## src/pmic_cfg_pkg.sv

```systemverilog
package pmic_cfg_pkg;

  // Register offsets on the serial control bus.
  localparam logic [7:0] OFS_UNLOCK_CODE = 8'h10;
  localparam logic [7:0] OFS_SWITCH_LDO_GPO_ENABLE = 8'h12;
  localparam logic [7:0] OFS_PIN_TIMING_SUPERVISOR_CONFIG = 8'h13;

  // Values after reset.
  localparam logic [7:0] RST_SWITCH_LDO_GPO_ENABLE = 8'h13;
  localparam logic [7:0] RST_PIN_TIMING_SUPERVISOR_CONFIG = 8'h00;
  localparam logic [7:0] RD_UNMAPPED = 8'h00;

  // Field positions of the enable register.
  localparam int EN_RSVD_BIT = 7;
  localparam int EN_GP_PIN_THREE_BIT = 6;
  localparam int EN_GP_OUT_TWO_BIT = 5;
  localparam int EN_GP_OUT_ONE_BIT = 4;
  localparam int EN_SWITCH_THREE_BIT = 3;
  localparam int EN_SWITCH_TWO_BIT = 2;
  localparam int EN_SWITCH_ONE_BIT = 1;
  localparam int EN_LINEAR_REG_BIT = 0;

  // Field positions of the configuration register.
  localparam int CFG_PB_RESET_TIME_BIT = 7;
  localparam int CFG_OUT_TWO_BUFFER_BIT = 6;
  localparam int CFG_PIN_ONE_MODE_BIT = 5;
  localparam int CFG_PG_DELAY_HI = 4;
  localparam int CFG_PG_DELAY_LO = 3;
  localparam int CFG_SUPERVISOR_TIGHT_BIT = 2;
  localparam int CFG_UNDERVOLTAGE_LOCKOUT_LEVEL_HI = 1;
  localparam int CFG_UNDERVOLTAGE_LOCKOUT_LEVEL_LO = 0;

  // Power-good delay codes.
  typedef enum logic [1:0] {
    PGD_10MS = 2'h0,
    PGD_20MS = 2'h1,
    PGD_50MS = 2'h2,
    PGD_150MS = 2'h3
  } pg_delay_sel_t;

  // Clock rate and documented times.
  localparam longint CLK_HZ = 50_000_000;
  localparam longint PG_DELAY_0_MS = 10;
  localparam longint PG_DELAY_1_MS = 20;
  localparam longint PG_DELAY_2_MS = 50;
  localparam longint PG_DELAY_3_MS = 150;
  localparam longint PB_RESET_SHORT_S = 8;
  localparam longint PB_RESET_LONG_S = 15;

  // Cycle counts derived from the times; all are least times, exact here.
  localparam longint PG_DELAY_0_CYC = (PG_DELAY_0_MS * CLK_HZ + 999) / 1000;
  localparam longint PG_DELAY_1_CYC = (PG_DELAY_1_MS * CLK_HZ + 999) / 1000;
  localparam longint PG_DELAY_2_CYC = (PG_DELAY_2_MS * CLK_HZ + 999) / 1000;
  localparam longint PG_DELAY_3_CYC = (PG_DELAY_3_MS * CLK_HZ + 999) / 1000;
  localparam longint PB_RESET_SHORT_CYC = PB_RESET_SHORT_S * CLK_HZ;
  localparam longint PB_RESET_LONG_CYC = PB_RESET_LONG_S * CLK_HZ;

  // Width of the timers; 15 s at 50 MHz needs 30 bits.
  localparam int TIMER_W = 30;

endpackage

```

## src/pmic_output_enable_config_regs.sv

```systemverilog
`timescale 1ns/10ps
`default_nettype none
// Function
// - Enable bit 6 drives pin three low at 0, high impedance at 1.
// - With warm-reset pin enable set, bit 6 has no effect.
// - Enable bit 5 drives output two low at 0; at 1 releases it (open-drain) or drives it high (push-pull); resets 0.
// - Enable bit 4 drives output one low at 0, releases at 1; resets 1.
// - With pin one input mode set, bits 5 and 4 have no effect.
// - Bits 3 and 2 enable switches three and two; both reset disabled.
// - Bits 1, 0 enable switch one and regulator; reset on; sequencer updates.
// - Config bit 7 picks button reset hold: 0 is 8 s, 1 is 15 s.
// - Config bit 6 picks output two buffer: open-drain or push-pull.
// - Config bit 5 makes pin one an input that steers output two.
// - Config bits 4-3 pick power-good delay 10, 20, 50 or 150 ms.
// - Delay applies to rising power-good only; falling passes at once.
// - Config bit 2 picks tight limits with overvoltage monitoring.
// - With warm-reset pin enable set, pin three is a warm-reset input.
module pmic_output_enable_config_regs
  import pmic_cfg_pkg::*;
#(
  parameter logic [7:0] UNLOCK_CODE = 8'h5A, // Arbitrary unlock value.
  parameter longint PG_DLY0_CYC = PG_DELAY_0_CYC,
  parameter longint PG_DLY1_CYC = PG_DELAY_1_CYC,
  parameter longint PG_DLY2_CYC = PG_DELAY_2_CYC,
  parameter longint PG_DLY3_CYC = PG_DELAY_3_CYC,
  parameter longint PB_SHORT_CYC = PB_RESET_SHORT_CYC,
  parameter longint PB_LONG_CYC = PB_RESET_LONG_CYC
) (
  // Clock and reset
  input wire logic ref_clk,
  input wire logic rst,
  // Register port from the serial control bus back end
  input wire logic [7:0] reg_addr,
  input wire logic [7:0] reg_wdata,
  input wire logic reg_wr,
  input wire logic reg_rd,
  output logic [7:0] reg_rdata,
  output logic reg_rvalid,
  output logic reg_wr_refused,
  // Power sequencer updates of switch one and the regulator
  input wire logic seq_update,
  input wire logic seq_switch_one,
  input wire logic seq_linear_reg,
  // Warm-reset pin enable from the neighbouring configuration register
  input wire logic warm_reset_pin_enable,
  // Switch and regulator enables
  output logic switch_three_enable,
  output logic switch_two_enable,
  output logic switch_one_enable,
  output logic linear_reg_enable,
  // Pin three: general-purpose open-drain output or warm-reset input
  input wire logic gp_pin_three_in,
  output logic gp_pin_three_out,
  output logic gp_pin_three_oe,
  output logic warm_reset_req,
  // Pin one: open-drain output or control input
  input wire logic gp_pin_one_in,
  output logic gp_pin_one_out,
  output logic gp_pin_one_oe,
  // Output two: open-drain or push-pull from the switch one input supply
  output logic gp_out_two_out,
  output logic gp_out_two_oe,
  // Supervisor and timing
  input wire logic power_good_raw,
  input wire logic push_button_pressed,
  output logic power_good,
  output logic push_button_reset,
  output logic supervisor_tight,
  output logic [1:0] undervoltage_lockout_level
);

  initial begin
    if (PG_DLY0_CYC < 1 || PG_DLY3_CYC >= (64'd1 << TIMER_W)) begin
      $error("power-good delay counts out of range");
    end
    if (PB_SHORT_CYC < 1 || PB_LONG_CYC >= (64'd1 << TIMER_W)) begin
      $error("button hold counts out of range");
    end
  end

  logic [7:0] enable_q;
  logic [7:0] config_q;
  logic unlocked_q;
  logic [7:0] rdata_d;
  logic wr_enable;
  logic wr_config;
  logic protected_hit;
  logic [TIMER_W-1:0] pg_delay_cyc;
  logic [TIMER_W-1:0] pb_hold_cyc;
  logic out_two_level;
  logic pg_filtered;
  logic pb_fire;

  // Two-flop synchronisers for every input that comes from a pin or comparator.
  logic [3:0] sync1_q;
  logic [3:0] sync2_q;
  logic pin_three_s;
  logic pin_one_s;
  logic pg_raw_s;
  logic pb_s;

  always_ff @(posedge ref_clk or posedge rst) begin
    if (rst) begin
      sync1_q <= 4'h0;
      sync2_q <= 4'h0;
    end else begin
      sync1_q <= {push_button_pressed, power_good_raw, gp_pin_one_in, gp_pin_three_in};
      sync2_q <= sync1_q;
    end
  end

  assign pin_three_s = sync2_q[0];
  assign pin_one_s = sync2_q[1];
  assign pg_raw_s = sync2_q[2];
  assign pb_s = sync2_q[3];

  // Address decode; a protected write counts only after an unlock.
  assign protected_hit = (reg_addr == OFS_SWITCH_LDO_GPO_ENABLE) ||
                         (reg_addr == OFS_PIN_TIMING_SUPERVISOR_CONFIG);
  assign wr_enable = reg_wr && unlocked_q && (reg_addr == OFS_SWITCH_LDO_GPO_ENABLE);
  assign wr_config = reg_wr && unlocked_q &&
                     (reg_addr == OFS_PIN_TIMING_SUPERVISOR_CONFIG);

  // The unlock lasts for exactly one following write, whatever its address,
  // so a stray write cannot leave the protected registers open.
  always_ff @(posedge ref_clk or posedge rst) begin
    if (rst) begin
      unlocked_q <= 1'b0;
    end else if (reg_wr) begin
      unlocked_q <= (reg_addr == OFS_UNLOCK_CODE) && (reg_wdata == UNLOCK_CODE);
    end
  end

  // Flags a protected write that arrived without an unlock.
  always_ff @(posedge ref_clk or posedge rst) begin
    if (rst) begin
      reg_wr_refused <= 1'b0;
    end else begin
      reg_wr_refused <= reg_wr && protected_hit && !unlocked_q;
    end
  end

  // Enable register. The sequencer overrides a bus write to bits 1 and 0
  // in the same cycle, since power sequencing must not be undone by software.
  always_ff @(posedge ref_clk or posedge rst) begin
    if (rst) begin
      enable_q <= RST_SWITCH_LDO_GPO_ENABLE;
    end else begin
      if (wr_enable) begin
        enable_q[6:0] <= reg_wdata[6:0];
      end
      enable_q[EN_RSVD_BIT] <= 1'b0;
      if (seq_update) begin
        enable_q[EN_SWITCH_ONE_BIT] <= seq_switch_one;
        enable_q[EN_LINEAR_REG_BIT] <= seq_linear_reg;
      end
    end
  end

  // Configuration register; every field is plain read/write.
  always_ff @(posedge ref_clk or posedge rst) begin
    if (rst) begin
      config_q <= RST_PIN_TIMING_SUPERVISOR_CONFIG;
    end else if (wr_config) begin
      config_q <= reg_wdata;
    end
  end

  // Read mux; the unlock register always reads back zero.
  always_comb begin
    unique case (reg_addr)
      OFS_SWITCH_LDO_GPO_ENABLE: rdata_d = enable_q;
      OFS_PIN_TIMING_SUPERVISOR_CONFIG: rdata_d = config_q;
      default: rdata_d = RD_UNMAPPED;
    endcase
  end

  // Read data is registered; it appears one cycle after the read strobe.
  always_ff @(posedge ref_clk or posedge rst) begin
    if (rst) begin
      reg_rdata <= 8'h00;
      reg_rvalid <= 1'b0;
    end else begin
      reg_rvalid <= reg_rd;
      if (reg_rd) begin
        reg_rdata <= rdata_d;
      end
    end
  end

  // Switch and regulator enables follow their bits directly.
  always_ff @(posedge ref_clk or posedge rst) begin
    if (rst) begin
      switch_three_enable <= 1'b0;
      switch_two_enable <= 1'b0;
      switch_one_enable <= 1'b1;
      linear_reg_enable <= 1'b1;
    end else begin
      switch_three_enable <= enable_q[EN_SWITCH_THREE_BIT];
      switch_two_enable <= enable_q[EN_SWITCH_TWO_BIT];
      switch_one_enable <= enable_q[EN_SWITCH_ONE_BIT];
      linear_reg_enable <= enable_q[EN_LINEAR_REG_BIT];
    end
  end

  // Pin three: released while it serves as the warm-reset input, where its
  // synchronised level becomes the reset request to the first two bucks.
  always_ff @(posedge ref_clk or posedge rst) begin
    if (rst) begin
      gp_pin_three_out <= 1'b0;
      gp_pin_three_oe <= 1'b1;
      warm_reset_req <= 1'b0;
    end else begin
      gp_pin_three_out <= 1'b0;
      if (warm_reset_pin_enable) begin
        gp_pin_three_oe <= 1'b0;
        warm_reset_req <= pin_three_s;
      end else begin
        gp_pin_three_oe <= !enable_q[EN_GP_PIN_THREE_BIT];
        warm_reset_req <= 1'b0;
      end
    end
  end

  // Output two level: its own bit, or the pin one input in input mode.
  assign out_two_level = config_q[CFG_PIN_ONE_MODE_BIT] ? pin_one_s :
                         enable_q[EN_GP_OUT_TWO_BIT];

  // Pin one and output two drivers. Push-pull drives both levels; its high
  // rail is the switch one input supply, which the pad handles, not this logic.
  always_ff @(posedge ref_clk or posedge rst) begin
    if (rst) begin
      gp_pin_one_out <= 1'b0;
      gp_pin_one_oe <= 1'b0;
      gp_out_two_out <= 1'b0;
      gp_out_two_oe <= 1'b1;
    end else begin
      gp_pin_one_out <= 1'b0;
      if (config_q[CFG_PIN_ONE_MODE_BIT]) begin
        gp_pin_one_oe <= 1'b0;
      end else begin
        gp_pin_one_oe <= !enable_q[EN_GP_OUT_ONE_BIT];
      end
      if (config_q[CFG_OUT_TWO_BUFFER_BIT]) begin
        gp_out_two_out <= out_two_level;
        gp_out_two_oe <= 1'b1;
      end else begin
        gp_out_two_out <= 1'b0;
        gp_out_two_oe <= !out_two_level;
      end
    end
  end

  // Power-good delay selection.
  always_comb begin
    unique case (pg_delay_sel_t'(config_q[CFG_PG_DELAY_HI:CFG_PG_DELAY_LO]))
      PGD_10MS: pg_delay_cyc = TIMER_W'(PG_DLY0_CYC);
      PGD_20MS: pg_delay_cyc = TIMER_W'(PG_DLY1_CYC);
      PGD_50MS: pg_delay_cyc = TIMER_W'(PG_DLY2_CYC);
      PGD_150MS: pg_delay_cyc = TIMER_W'(PG_DLY3_CYC);
    endcase
  end

  // Button hold time selection.
  assign pb_hold_cyc = config_q[CFG_PB_RESET_TIME_BIT] ? TIMER_W'(PB_LONG_CYC) :
                       TIMER_W'(PB_SHORT_CYC);

  // Rising power-good waits out the delay; falling passes immediately.
  pg_delay_filter #(
    .CNT_W(TIMER_W)
  ) u_pg_delay (
    .ref_clk(ref_clk),
    .rst(rst),
    .pg_in(pg_raw_s),
    .delay_cycles(pg_delay_cyc),
    .pg_out(pg_filtered)
  );

  hold_reset_timer #(
    .CNT_W(TIMER_W)
  ) u_pb_timer (
    .ref_clk(ref_clk),
    .rst(rst),
    .pressed(pb_s),
    .hold_cycles(pb_hold_cyc),
    .fire(pb_fire)
  );

  // Timing and supervisor outputs. The filtered power-good is reregistered
  // so every top output sits on a flop of this module.
  always_ff @(posedge ref_clk or posedge rst) begin
    if (rst) begin
      power_good <= 1'b0;
      push_button_reset <= 1'b0;
      supervisor_tight <= 1'b0;
      undervoltage_lockout_level <= 2'h0;
    end else begin
      power_good <= pg_filtered;
      push_button_reset <= pb_fire;
      supervisor_tight <= config_q[CFG_SUPERVISOR_TIGHT_BIT];
      undervoltage_lockout_level <= config_q[CFG_UNDERVOLTAGE_LOCKOUT_LEVEL_HI:CFG_UNDERVOLTAGE_LOCKOUT_LEVEL_LO];
    end
  end

endmodule // pmic_output_enable_config_regs
`default_nettype wire

```

## src/pg_delay_filter.sv

```systemverilog
`timescale 1ns/10ps
`default_nettype none
// Delays the rising edge of power-good; the falling edge passes at once.
module pg_delay_filter #(
  parameter int CNT_W = 30
) (
  // Clock and reset
  input wire logic ref_clk,
  input wire logic rst,
  // Synchronised raw power-good and selected delay
  input wire logic pg_in,
  input wire logic [CNT_W-1:0] delay_cycles,
  // Filtered power-good
  output logic pg_out
);

  logic [CNT_W-1:0] cnt_q;

  initial begin
    if (CNT_W < 2) $error("pg_delay_filter: CNT_W too small");
  end

  // A low input clears at once so faults are never hidden behind the delay.
  always_ff @(posedge ref_clk or posedge rst) begin
    if (rst) begin
      cnt_q <= '0;
      pg_out <= 1'b0;
    end else if (!pg_in) begin
      cnt_q <= '0;
      pg_out <= 1'b0;
    end else if (!pg_out) begin
      if (cnt_q + 1'b1 >= delay_cycles) begin
        pg_out <= 1'b1;
      end
      cnt_q <= cnt_q + 1'b1;
    end
  end

endmodule // pg_delay_filter
`default_nettype wire

```

## src/hold_reset_timer.sv

```systemverilog
`timescale 1ns/10ps
`default_nettype none
// Fires one pulse when a button has been held for the selected time.
module hold_reset_timer #(
  parameter int CNT_W = 30
) (
  // Clock and reset
  input wire logic ref_clk,
  input wire logic rst,
  // Synchronised press level and selected hold time
  input wire logic pressed,
  input wire logic [CNT_W-1:0] hold_cycles,
  // One-cycle reset request
  output logic fire
);

  logic [CNT_W-1:0] cnt_q;
  logic done_q;

  initial begin
    if (CNT_W < 2) $error("hold_reset_timer: CNT_W too small");
  end

  // Only one pulse per press; release rearms the timer.
  always_ff @(posedge ref_clk or posedge rst) begin
    if (rst) begin
      cnt_q <= '0;
      done_q <= 1'b0;
      fire <= 1'b0;
    end else if (!pressed) begin
      cnt_q <= '0;
      done_q <= 1'b0;
      fire <= 1'b0;
    end else begin
      fire <= 1'b0;
      if (!done_q) begin
        cnt_q <= cnt_q + 1'b1;
        if (cnt_q + 1'b1 >= hold_cycles) begin
          done_q <= 1'b1;
          fire <= 1'b1;
        end
      end
    end
  end

endmodule // hold_reset_timer
`default_nettype wire

```

## config.mk

```make
export PLATFORM = sky130hd
export DESIGN_NAME = pmic_output_enable_config_regs
export DESIGN_NICKNAME = d
export VERILOG_FILES = /design/src/pmic_cfg_pkg.sv /design/src/pmic_output_enable_config_regs.sv /design/src/pg_delay_filter.sv /design/src/hold_reset_timer.sv
export SDC_FILE = /design/constraint.sdc
export NUM_CORES = 1
export LEC_CHECK = 0
export BUFFER_PORTS_ARGS = -buffer_cell sky130_fd_sc_hd__buf_4
export CELL_PAD_IN_SITES_DETAIL_PLACEMENT = 1
export CELL_PAD_IN_SITES_GLOBAL_PLACEMENT = 1
export CORE_MARGIN = 4
export CORE_UTILIZATION = 51
export DETAILED_ROUTE_END_ITERATION = 10
export HOLD_SLACK_MARGIN = 0.08
export PLACE_DENSITY_LB_ADDON = 0.1
export SETUP_SLACK_MARGIN = 0.3
export SYNTH_ARGS = -nofsm -noshare
export SYNTH_HDL_FRONTEND = slang
export SYNTH_SLANG_ARGS = --single-unit
```

## constraint.sdc

```tcl
create_clock -name ref_clk -period 9.2 [get_ports ref_clk]
set_input_delay 1.38 -clock ref_clk [delete_from_list [all_inputs] [get_ports ref_clk]]
set_output_delay 1.38 -clock ref_clk [all_outputs]
set_load 0.02 [all_outputs]
```

Yosys cells after proc, flatten, opt, wreduce, memory -nomap -nowiden
Index checks and enable logic that the tools add are counted.
{ "word_totals": {"out_inout_bits": 26, "register_bits": 111, "word_cells": 76} }
{ "classes": {"n_eq_ne": 9, "n_lt_le_gt_ge": 2, "addsub": 2, "reduce_logical": 13, "n_mux": 23} }
{ "op_table": {"columns": ["op", "count"], "rows": [
  ["$mux 30", 5],
  ["$pmux 30 s4", 1],
  ["$add 30x1->30 const B", 2],
  ["$ge 30x30->1", 2],
  ["$eq 8x5->1 const B", 3],
  ["$pmux 8 s2", 1],
  ["$mux 1", 14],
  ["$eq 8x7->1 const B", 1],
  ["$logic_and 1x1->1", 6],
  ["$eq 2x2->1 const B", 2],
  ["$logic_not 1->1", 4],
  ["$mux 2", 2],
  ["$ne 2x2->1 const B", 2],
  ["$eq 2x1->1 const B", 1],
  ["$logic_not 2->1", 1],
  ["$reduce_bool 2->1", 1],
  ["$logic_or 1x1->1", 1]
]} }

Longest topological paths before layout
Gate-level depths: netlist (run 1).
{ "depth": {"word_depth": 6, "depth_mapped": 14} }

By module
A second synthesis (run 1) with hierarchy kept.
{ "unflattened": {"cells_unflattened": 800, "area_unflattened_um2": 7532.2} }
{ "by_module_without_submodules": {"columns": ["mod", "area_per_inst_um2", "cells_per_inst", "instances"], "rows": [
  ["hold_reset_timer", 2891.5, 334, 1],
  ["pg_delay_filter", 2811.4, 335, 1],
  ["pmic_output_enable_config_regs", 1829.3, 131, 1]
]} }

Least setup slack after synthesis (run 1)
No wires, ideal clock.
{ "synth_path": {"kind": "input to register", "start": "in reg_addr[5]", "end": "reg enable_q[2]", "n_path_buf": 0, "path_slack_ns": 5.818, "setup_time_ns": 0.125, "arrival_time_ns": 3.257, "stages": 6, "cell_sequence": "or4b_2 nor3_1 and2_1 nand3_1 nor2_1 mux2_2"} }
{ "synth_via": {"elab_chain_cells": 2} }
{ "synth_lines": {"columns": ["item", "line", "text"], "rows": [
  ["start: declaration", "pmic_output_enable_config_regs.sv:33", "input wire logic [7:0] reg_addr,"],
  ["$eq 8x5->1", "pmic_output_enable_config_regs.sv:120", "assign wr_enable = reg_wr && unlocked_q && (reg_addr == OFS_SWITCH_LDO_GPO_ENABLE);"],
  ["$logic_and 1x1->1", "pmic_output_enable_config_regs.sv:120", null],
  ["end signal: assignment", "pmic_output_enable_config_regs.sv:150", "enable_q[6:0] <= reg_wdata[6:0];"],
  ["end signal: indexed assignment", "pmic_output_enable_config_regs.sv:154", "enable_q[EN_SWITCH_ONE_BIT] <= seq_switch_one;"],
  ["end signal: indexed assignment", "pmic_output_enable_config_regs.sv:155", "enable_q[EN_LINEAR_REG_BIT] <= seq_linear_reg;"],
  ["end: declaration", "pmic_output_enable_config_regs.sv:81", "logic [7:0] enable_q;"]
]} }
No other way between the ends.
A chain may end at the register's enable or synchronous reset.

Worst setup path in the final report (run 1)
{ "layout_path": {"start": "reg u_pb_timer.cnt_q[0]", "end": "reg u_pb_timer.done_q"} }
{ "layout_via": {"elab_chain_cells": 5} }
{ "layout_lines": {"columns": ["item", "line", "text"], "rows": [
  ["start: declaration", "hold_reset_timer.sv:17", "logic [CNT_W-1:0] cnt_q;"],
  ["start signal: assignment", "hold_reset_timer.sv:37", "cnt_q <= cnt_q + 1'b1;"],
  ["$add 30x1->30", "hold_reset_timer.sv:38", "if (cnt_q + 1'b1 >= hold_cycles) begin"],
  ["$ge 30x30->1", "hold_reset_timer.sv:38", null],
  ["$mux 1", "hold_reset_timer.sv:38", null],
  ["$mux 1", "hold_reset_timer.sv:36", "if (!done_q) begin"],
  ["$mux 1", "hold_reset_timer.sv:30", "end else if (!pressed) begin"],
  ["end signal: assignment", "hold_reset_timer.sv:28", "done_q <= 1'b0;"],
  ["end signal: assignment", "hold_reset_timer.sv:32", "done_q <= 1'b0;"],
  ["end signal: assignment", "hold_reset_timer.sv:39", "done_q <= 1'b1;"],
  ["end: declaration", "hold_reset_timer.sv:18", "logic done_q;"]
]} }
No other way between the ends.

==> results by group, run 1 <==
Final layout
  • Share of cells above drive strength 1: 14.41%
  • Final core occ: 58.02%
  • Final nets: 772
  • Fillers: 1449
  • P&R area growth vs syn: 11.09%
  • ANT cells: 0

Global route
  • Vias in the first global route: 5486
  • Initial antenna violation count: 0
  • Largest net degree at the start of global routing: 83
  • Gr busiest metal: met2
  • Met2 usage: 40.45%
  • Global-route wire length before repair: 27.24 mm
  • GRT overflow: 0
  • GRT Resource Usage Total: 22.80%
  • Met1 Use GR: 28.06%
  • Met3 GRT Util: 4.457%

STA
  • Worst slew margin: 28.99%
  • Final period util: 44.24%
  • Minimum clock period: 4.070 ns
  • Setup_tns: 0 ns
  • Final Hold Viols: 0
  • Final Max Tran Viols: 0
  • Unrepaired setup endpoints after global routing: false
  • Fmax achieved: 245.7 MHz
  • Clock skew: 0.008286 ns
  • Final setup fails: 0
  • Worst Tran Pin Value: 1.065 ns

Route
  • WL final: 15.92 mm
  • Initial DRT Pass Iterations: 4
  • Via Count: 5019
  • Post-route ant nets: 0
  • DRT iter0 DRCs: 178
  • DR WL/cell: 17.95 µm
  • Drt drc: 0
  • Vias per inst: 5.658

Clocking
  • Clock net sink count: 111
  • CTS Hold Bufs: 0
  • CTS tree: built
  • Htree depth: 3
  • Clk buf depth: 2
  • Post-CTS sizing: 0
  • Reg clk slew, reported paths: 0.07 ns
  • Clk_lat worst skew: 0.35 ns
  • Number of buffers created by CTS: 9
  • Post-CTS Setup Bufs: 0
  • CTS root buf: clkbuf_16

Flow run
  • Max_cap viols: 0

Yosys
  • EDFF count, synth: 0
  • Post-synth top flop: dfrtp_1
  • Warnings from Yosys: 0
  • #FFs+latches synth: 111
  • Cell variety after synth: 57
  • Post-Synthesis Cells: 689
  • Sequential element share of the synthesized area: 42.27%
  • Cell area after synthesis: 6591 µm²
  • Syn avg cell area: 9.567 µm²
  • FFs w/ async S/R, synth: 100.0%

Power and ir drop
  • Leakage: 3.399 nW
  • PwrDens: 129.1 nW/µm²
  • VDD IR max: 84.37 µV

Worst setup path
  • Critical path data arrival time: 4.25 ns
  • Required time worst endpoint: 9.38 ns
  • Critical Path Start Type: register
  • Critical Path End Type: register
  • Critical path peak fanout: 13
  • Crit path kind: register to register

Placed design
  • Gpl congestion: 0.9014
  • Port bufs: 51
  • Dpl hpwl: 11.58 mm

Floorplan
  • DIE HEIGHT: 121.7 µm
  • Row count: 41
  • Core ar.: 12620 µm²
  • Die area: 14810 µm²
  • Die Wd: 121.7 µm
  • Starting Density: 52.23%
  • I/O pin cnt: 54

Outcome
  • Status: complete, no violations

Worst hold path
  • HP Class: register to register
## power breakdown
group	internal, mW	leakage (nW)	switching [mW]
Combinational	0.0173	1.75	0.0264
Sequential	0.495	1.49	0.00791
Clock	0.220	0.150	0.179
## metal layers
metal,vias up,share of wire (%)
li1,2438,-
met1,2492,43
met2,67,53
met3,22,2.7
met4,0,1.7
met5,-,0
## synthesized netlist by cell type (all sizes together), types with 3 or more instances
master	count	area [µm²]
nand2	48	180.2
dfstp	7	183.9
and3	8	50.05
or2	3	18.77
or4	5	37.54
o22ai	9	56.30
nand4	21	137.6
or3	17	106.4
mux2	21	236.5
clkbuf	30	112.6
dfrtp	104	2603
a21oi	11	55.05
nand3	31	155.2
nor2	61	229.0
o211ai	3	27.52
a21o	7	52.55
o31ai	3	22.52
mux2i	6	60.06
nor4	10	77.57
a21boi	6	45.04
nor3	24	120.1
nor4b	3	26.28
and2	30	187.7
nor2b	6	37.54
buf	13	68.81
ha	34	425.4
xor2	39	341.6
inv	20	75.07
xnor2	50	437.9
and4	6	52.55
o21ai	22	110.1
a31oi	5	31.28
## registers in the layout, summed over array words and instances (netlist names), 2 cells and up
register / count
u_pg_delay.cnt_q: 30
config_q: 8
reg_rdata: 8
sync1_q: 4
sync2_q: 4
enable_q: 7
undervoltage_lockout_level: 2
u_pb_timer.cnt_q: 30
## path summary, 6_finish.rpt
kind	depth (start not counted)	endpoint	slack [ns]	start
hold / removal	0	sync2_q[2]	0.35	sync1_q[2]
setup / recovery	11	u_pb_timer.done_q	5.13	u_pb_timer.cnt_q[0]
hold reg to reg	0	sync2_q[2]	0.35	sync1_q[2]
min in group asynchronous	2	u_pb_timer.cnt_q[29]	1.01	rst
setup reg to reg	11	u_pb_timer.done_q	5.13	u_pb_timer.cnt_q[0]
max in group asynchronous	3	u_pb_timer.cnt_q[6]	6.80	rst
## critical path, cell delays in order, from the launching register on
cell and delay (ns):
dfrtp_1 0.53, nand4_1 0.48, or4_1 0.85, nor4_4 0.44
nand3_1 0.17, xnor2_1 0.17, ha_1 0.35, nand4b_1 0.12
mux2i_1 0.08, a2111o_1 0.41, o211ai_2 0.19, a31oi_1 0.11
## final cells by class
class | count | area, µm² | share of cell area, %
Timing Repair Buffer | 52 | 390.4 | 5.332
Multi-Input combinational cell | 516 | 3552 | 48.51
Clock inverter | 5 | 57.56 | 0.7861
Sequential cell | 111 | 2786 | 38.06
Clock buffer | 11 | 242.7 | 3.315
Inverter | 20 | 77.57 | 1.059
Tap cell | 172 | 215.2 | 2.939
## layout by cell type, fill, tap and decap left out, drive strengths merged, types with 17 or more instances in the layout
cell,n
nand4,21
nor2,61
nand2,48
mux2,21
xor2,39
ha,34
xnor2,50
nor3,24
and2,30
nand3,31
o21ai,22
or3,17
dfrtp,104
inv,21
buf,52
## per-stage QoR
stage | setup WS, ns | std cells | hold WS [ns] | total power [mW] | instance area (µm²)
3_5_place_dp | 5.172 | 871 | 0.3363 | 0.5571 | 7022
2_1_floorplan | 4.901 | 690 | 0.3312 | 0.5361 | 6595
3_3_place_gp | 5.307 | 871 | 0.3317 | 0.5547 | 7022
4_1_cts | 5.133 | 887 | 0.3534 | 0.9592 | 7322
6_report | 5.130 | 887 | 0.3509 | 0.9451 | 7322
5_1_grt | 4.832 | 887 | 0.3652 | 0.9840 | 7322
## kinds of logic (layout without fill, tap and decap cells)
logic type,Yosys count,count (layout),share of synthesized area [%]
AND/OR/NAND/NOR,284,284,22.89
flip-flops,111,111,42.27
XOR/XNOR,89,89,11.83
AO/OA/AOI/OAI,79,79,7.953
buffers and inverters,63,88,3.891
adder cells (fa/ha/maj),35,35,6.606
multiplexers,27,27,4.499
other,1,2,0.05689
No activity file was read; power rests on OpenSTA's default activity.
==> inputs of run 2 (changes only) <==
- CORE_UTILIZATION: 51 -> 43
- clock period: 9.2 -> 3.6 ns (I/O delays scaled with it)
==> results by group, run 2 (synthesized netlist as in run 1, its figures left out) <==
Worst setup path
  • Critical Path End Type: register
  • Crit path kind: register to register
  • Required time worst endpoint: 3.80 ns
  • Critical path data arrival time: 3.35 ns
  • R2R setup slack: 0.44 ns
  • Reg-to-Reg Start: u_pb_timer.cnt_q[0]
  • Worst R2R Path Depth: 13
  • Worst reg2reg path endpoint: u_pb_timer.done_q
  • CP startpoint: u_pb_timer.cnt_q[0]
  • Critical Path Start Type: register
  • Critical path peak fanout: 8

Floorplan
  • DIE HEIGHT: 131.8 µm
  • Core ar.: 14750 µm²
  • I/O pin cnt: 54
  • Starting Density: 44.67%
  • Die Wd: 131.8 µm
  • Die area: 17370 µm²
  • Row count: 44

Route
  • Vias per inst: 5.554
  • Drt drc: 0
  • WL final: 16.45 mm
  • Initial DRT Pass Iterations: 4
  • DR WL/cell: 17.61 µm
  • Via Count: 5187
  • Post-route ant nets: 0
  • DRT iter0 DRCs: 188

Power and ir drop
  • VDD IR max: 209.5 µV
  • Final Total Pwr: 2.483 mW
  • PwrDens: 319.9 nW/µm²
  • Leakage: 3.579 nW

STA
  • Final setup fails: 0
  • Clock skew: 0.007483 ns
  • Unrepaired setup endpoints after global routing: true
  • Setup_tns: 0 ns
  • Worst slew margin: 30.23%
  • Final hold slack: 0.2854 ns
  • Final period util: 87.66%
  • Final Max Tran Viols: 0
  • Minimum clock period: 3.156 ns
  • Final setup margin: 0.4441 ns
  • Final Hold Viols: 0
  • Fmax achieved: 316.9 MHz
  • Worst Tran Pin Value: 1.045 ns

Worst hold path
  • HP Class: input port to register
  • Hold worst-path end: sync1_q[1]
  • Hold_sp: gp_pin_one_in
  • Hold path cells: 1

Placed design
  • Dpl hpwl: 11.84 mm
  • Placed cell count: 900
  • Post-DP Area: 7178 µm²
  • Place WS: 0.1656 ns
  • Gpl congestion: 0.7944
  • Port bufs: 51

Global route
  • Initial antenna violation count: 0
  • Largest net degree at the start of global routing: 54
  • GRT Resource Usage Total: 19.27%
  • Vias in the first global route: 5476
  • GRT overflow: 0
  • Global-route wire length before repair: 27.93 mm

Clocking
  • CTS tree: built
  • Clk buf depth: 2
  • Clock net sink count: 111
  • Number of buffers created by CTS: 9
  • CTS Hold Bufs: 0
  • Clk_lat worst skew: 0.36 ns
  • Reg clk slew, reported paths: 0.08 ns
  • Htree depth: 3
  • CTS root buf: clkbuf_16

Final layout
  • Commonest non-fill, non-tap cells in the layout: dfrtp_1 (92), buf_4 (85), nor2_1 (59)
  • Largest regs: u_pb_timer.cnt_q x30, u_pg_delay.cnt_q x30
  • Fillers: 1644
  • Most common cell after layout, fill and taps aside: dfrtp_1
  • Share of cells above drive strength 1: 22.67%
  • Storage cell area: 2801 µm²
  • Fin area: 7762 µm²
  • Final nets: 807
  • Final core occ: 52.61%
  • ANT cells: 0
  • Post-Layout Cell Count: 934
  • P&R area growth vs syn: 17.77%
  • Area of the multi-input gates: 3660 µm²

Outcome
  • Status: complete, no violations

Flow run
  • Max_cap viols: 0
## run 2: worst max-delay path by stage
stage                              to  slack, ns  cells past startpoint
finish              u_pb_timer.done_q       0.44                     13
floorplan             u_pb_timer.fire       0.35                     13
global placement    u_pb_timer.done_q       0.28                     11
global route          u_pb_timer.fire       0.25                     11
detailed placement  u_pb_timer.done_q       0.17                     11
CTS                   u_pb_timer.fire       0.30                     10
## run 2: per-layer routing
metal,part of all wire (%),global-route usage (%)
met5,0,0
met4,1.4,5.134
met3,2.7,3.702
met2,50,32.81
met1,46,25.28
## run 2: final cells by class
class	instances	share of cell area (%)
Multi-Input combinational cell	516	47.15
Timing Repair Buffer	87	8.623
Sequential cell	111	36.09
Clock inverter	6	1.080
Tap cell	184	2.966
Inverter	20	1.015
Clock buffer	10	3.079
## run 2: timing repair
action / 4_1_cts / 5_1_grt
cloned: 0 / 0
pin swaps: 1 / 13
gates resized for setup: 6 / 29
setup endpoints to repair: 3 / 3
setup buffers: 0 / 18
## run 2: worst max-delay path, stage by stage, from the launching register on
cell and delay [ns]:
dfrtp_2 0.43, buf_4 0.14, ha_4 0.17, nand3_4 0.13
or3_1 0.43, nor2_2 0.17, nand3_1 0.18, xnor2_1 0.18
ha_1 0.33, nand4_1 0.12, mux2i_1 0.08, a2111o_1 0.36
o211ai_2 0.18, a31oi_1 0.10
## run 2: power by group
part,switching [mW],internal [mW],total (mW)
clock network,0.493,0.576,1.07
logic,0.0737,0.0564,0.130
registers,0.0173,1.27,1.28
==> inputs of run 3 (changes only) <==
- CORE_UTILIZATION: 43 -> 51
- clock period: 3.6 -> 3.77 ns (I/O delays scaled with it)
==> results by group, run 3 (synthesized netlist as in run 1, its figures left out) <==
Outcome
  • Status: complete, no violations

Clocking
  • Reg clk slew, reported paths: 0.08 ns
  • CTS Hold Bufs: 0
  • Clk_lat worst skew: 0.36 ns
  • CTS root buf: clkbuf_16
  • Htree depth: 3
  • CTS tree: built
  • Clk buf depth: 2
  • Clock net sink count: 111
  • Number of buffers created by CTS: 9

STA
  • Worst slew margin: 27.84%
  • Final period util: 88.20%
  • Final Max Tran Viols: 0
  • Final setup margin: 0.4449 ns
  • Fmax achieved: 300.7 MHz
  • Worst Tran Pin Value: 1.081 ns
  • Unrepaired setup endpoints after global routing: false
  • Minimum clock period: 3.325 ns
  • Final setup fails: 0
  • Final Hold Viols: 0
  • Setup_tns: 0 ns
  • Clock skew: 0.009331 ns

Worst setup path
  • Worst-path cell chain: and4_1, and4_2, nand4_1, or3_4, xnor2_1, ha_1, a21o_1, a21o_1, a21oi_1, nor2_1, o41a_1
  • CP bufs+invs: 0
  • Critical Path End Type: register
  • Most used cell, CP: a21o_1
  • Required time worst endpoint: 4.02 ns
  • Worst path max stage delay: 0.45 ns
  • Critical path peak fanout: 8
  • Critical Path Start Type: register
  • Reg-to-Reg Start: u_pg_delay.cnt_q[6]
  • Crit path kind: register to register
  • Critical path data arrival time: 3.57 ns
  • Critical path's slowest cell: dfrtp_2
  • CP startpoint: u_pg_delay.cnt_q[6]
  • Crit path max-delay family: simple AND/OR/NAND/NOR gates

Worst hold path
  • HP Class: input port to register
  • Hold_sp: gp_pin_three_in

Route
  • WL final: 16.17 mm
  • Initial DRT Pass Iterations: 4
  • Via Count: 5086
  • Drt drc: 0
  • DRT iter0 DRCs: 260
  • Vias per inst: 5.689
  • Post-route ant nets: 0
  • DR WL/cell: 18.09 µm

Placed design
  • Place WS: 0.1496 ns
  • Dpl hpwl: 11.38 mm
  • Gpl congestion: 0.7974
  • Port bufs: 51

Global route
  • Vias in the first global route: 5409
  • Global-route wire length before repair: 27.29 mm
  • Initial antenna violation count: 0
  • Largest net degree at the start of global routing: 112
  • GRT overflow: 0
  • GRT Resource Usage Total: 23.00%

Floorplan
  • Die Wd: 121.7 µm
  • Starting Density: 52.23%
  • Row count: 41
  • Core ar.: 12620 µm²
  • DIE HEIGHT: 121.7 µm
  • I/O pin cnt: 54
  • Die area: 14810 µm²

Final layout
  • Final nets: 779
  • Largest regs: u_pb_timer.cnt_q x30, u_pg_delay.cnt_q x30
  • Most common cell after layout, fill and taps aside: dfrtp_1
  • Area of the multi-input gates: 3583 µm²
  • Storage cell area: 2794 µm²
  • Fillers: 1449
  • ANT cells: 0
  • P&R area growth vs syn: 12.91%
  • Share of cells above drive strength 1: 17.04%
  • Commonest non-fill, non-tap cells in the layout: dfrtp_1 (98), nor2_1 (61), buf_4 (58)

Power and ir drop
  • Leakage: 3.431 nW
  • VDD IR max: 284.0 µV
  • Final Total Pwr: 2.356 mW
  • PwrDens: 316.5 nW/µm²

Flow run
  • Max_cap viols: 0
-- run 3: cell types whose count changed in the layout (fill, tap and decap cells not counted), sizes merged --
cell	previous run	this run
inv	22	21
clkinv	2	3
buf	87	59
-- run 3: stage by stage --
step | hold slack, ns | instances | instance area [µm²] | utilization [%]
detailed placement | 0.3387 | 877 | 7081 | 56.11
global placement | 0.3318 | 877 | 7081 | 56.11
CTS | 0.2955 | 893 | 7407 | 58.70
floorplan | 0.3312 | 690 | 6599 | -
global route | 0.2950 | 894 | 7442 | 58.97
finish | 0.3101 | 894 | 7442 | 58.97
-- run 3: metal layers --
layer	global-route usage, %	up-vias	routed length [µm]
met3	5.153	21	434
met4	5.952	0	208
met1	27.79	2548	6830
met2	41.45	65	8697
li1	-	2452	-
met5	0	-	0
-- run 3: area by class of cell --
| class | count | share of cell area [%] |
|---|---|---|
| clock buffers | 10 | 3.211 |
| clock inverters | 6 | 1.026 |
| inverters | 20 | 1.059 |
| multi-input cells | 516 | 48.15 |
| flip-flops and latches | 111 | 37.54 |
| well taps | 172 | 2.892 |
| repair buffers | 59 | 6.120 |
-- run 3: worst register-to-register path: cells and delay by family, from the launching register on --
family | cells | cell delay (ns)
AO/OA/AOI/OAI | 4 | 0.98
XOR/XNOR | 1 | 0.14
adder cells (fa/ha/maj) | 1 | 0.31
flip-flops | 1 | 0.45
AND/OR/NAND/NOR | 5 | 1.31
-- run 3: path summary, 6_finish.rpt --
check                                  endpoint  slack, ns  cells past startpoint
hold reg to reg                      sync2_q[2]       0.34                      0
setup reg to reg              u_pg_delay.pg_out       0.44                     11
min in group asynchronous   u_pb_timer.cnt_q[5]       0.34                      3
max in group asynchronous  u_pb_timer.cnt_q[10]       2.92                      3
hold / removal                       sync1_q[0]       0.31                      1
setup / recovery              u_pg_delay.pg_out       0.44                     11
-- run 3: what timing repair did --
item                                    CTS  global route
endpoints found under the setup margin    2             3
buffers inserted                          0             1
gates resized for setup                   4             9
pin swaps                                 0             2
-- run 3: where the power goes --
part / internal, mW / leakage, nW / switching (mW) / total (mW)
logic: 0.0442 / 1.79 / 0.0662 / 0.110
registers: 1.21 / 1.49 / 0.0201 / 1.23
clock network: 0.545 / 0.155 / 0.472 / 1.02
total: 1.80 / 3.43 / 0.558 / 2.36
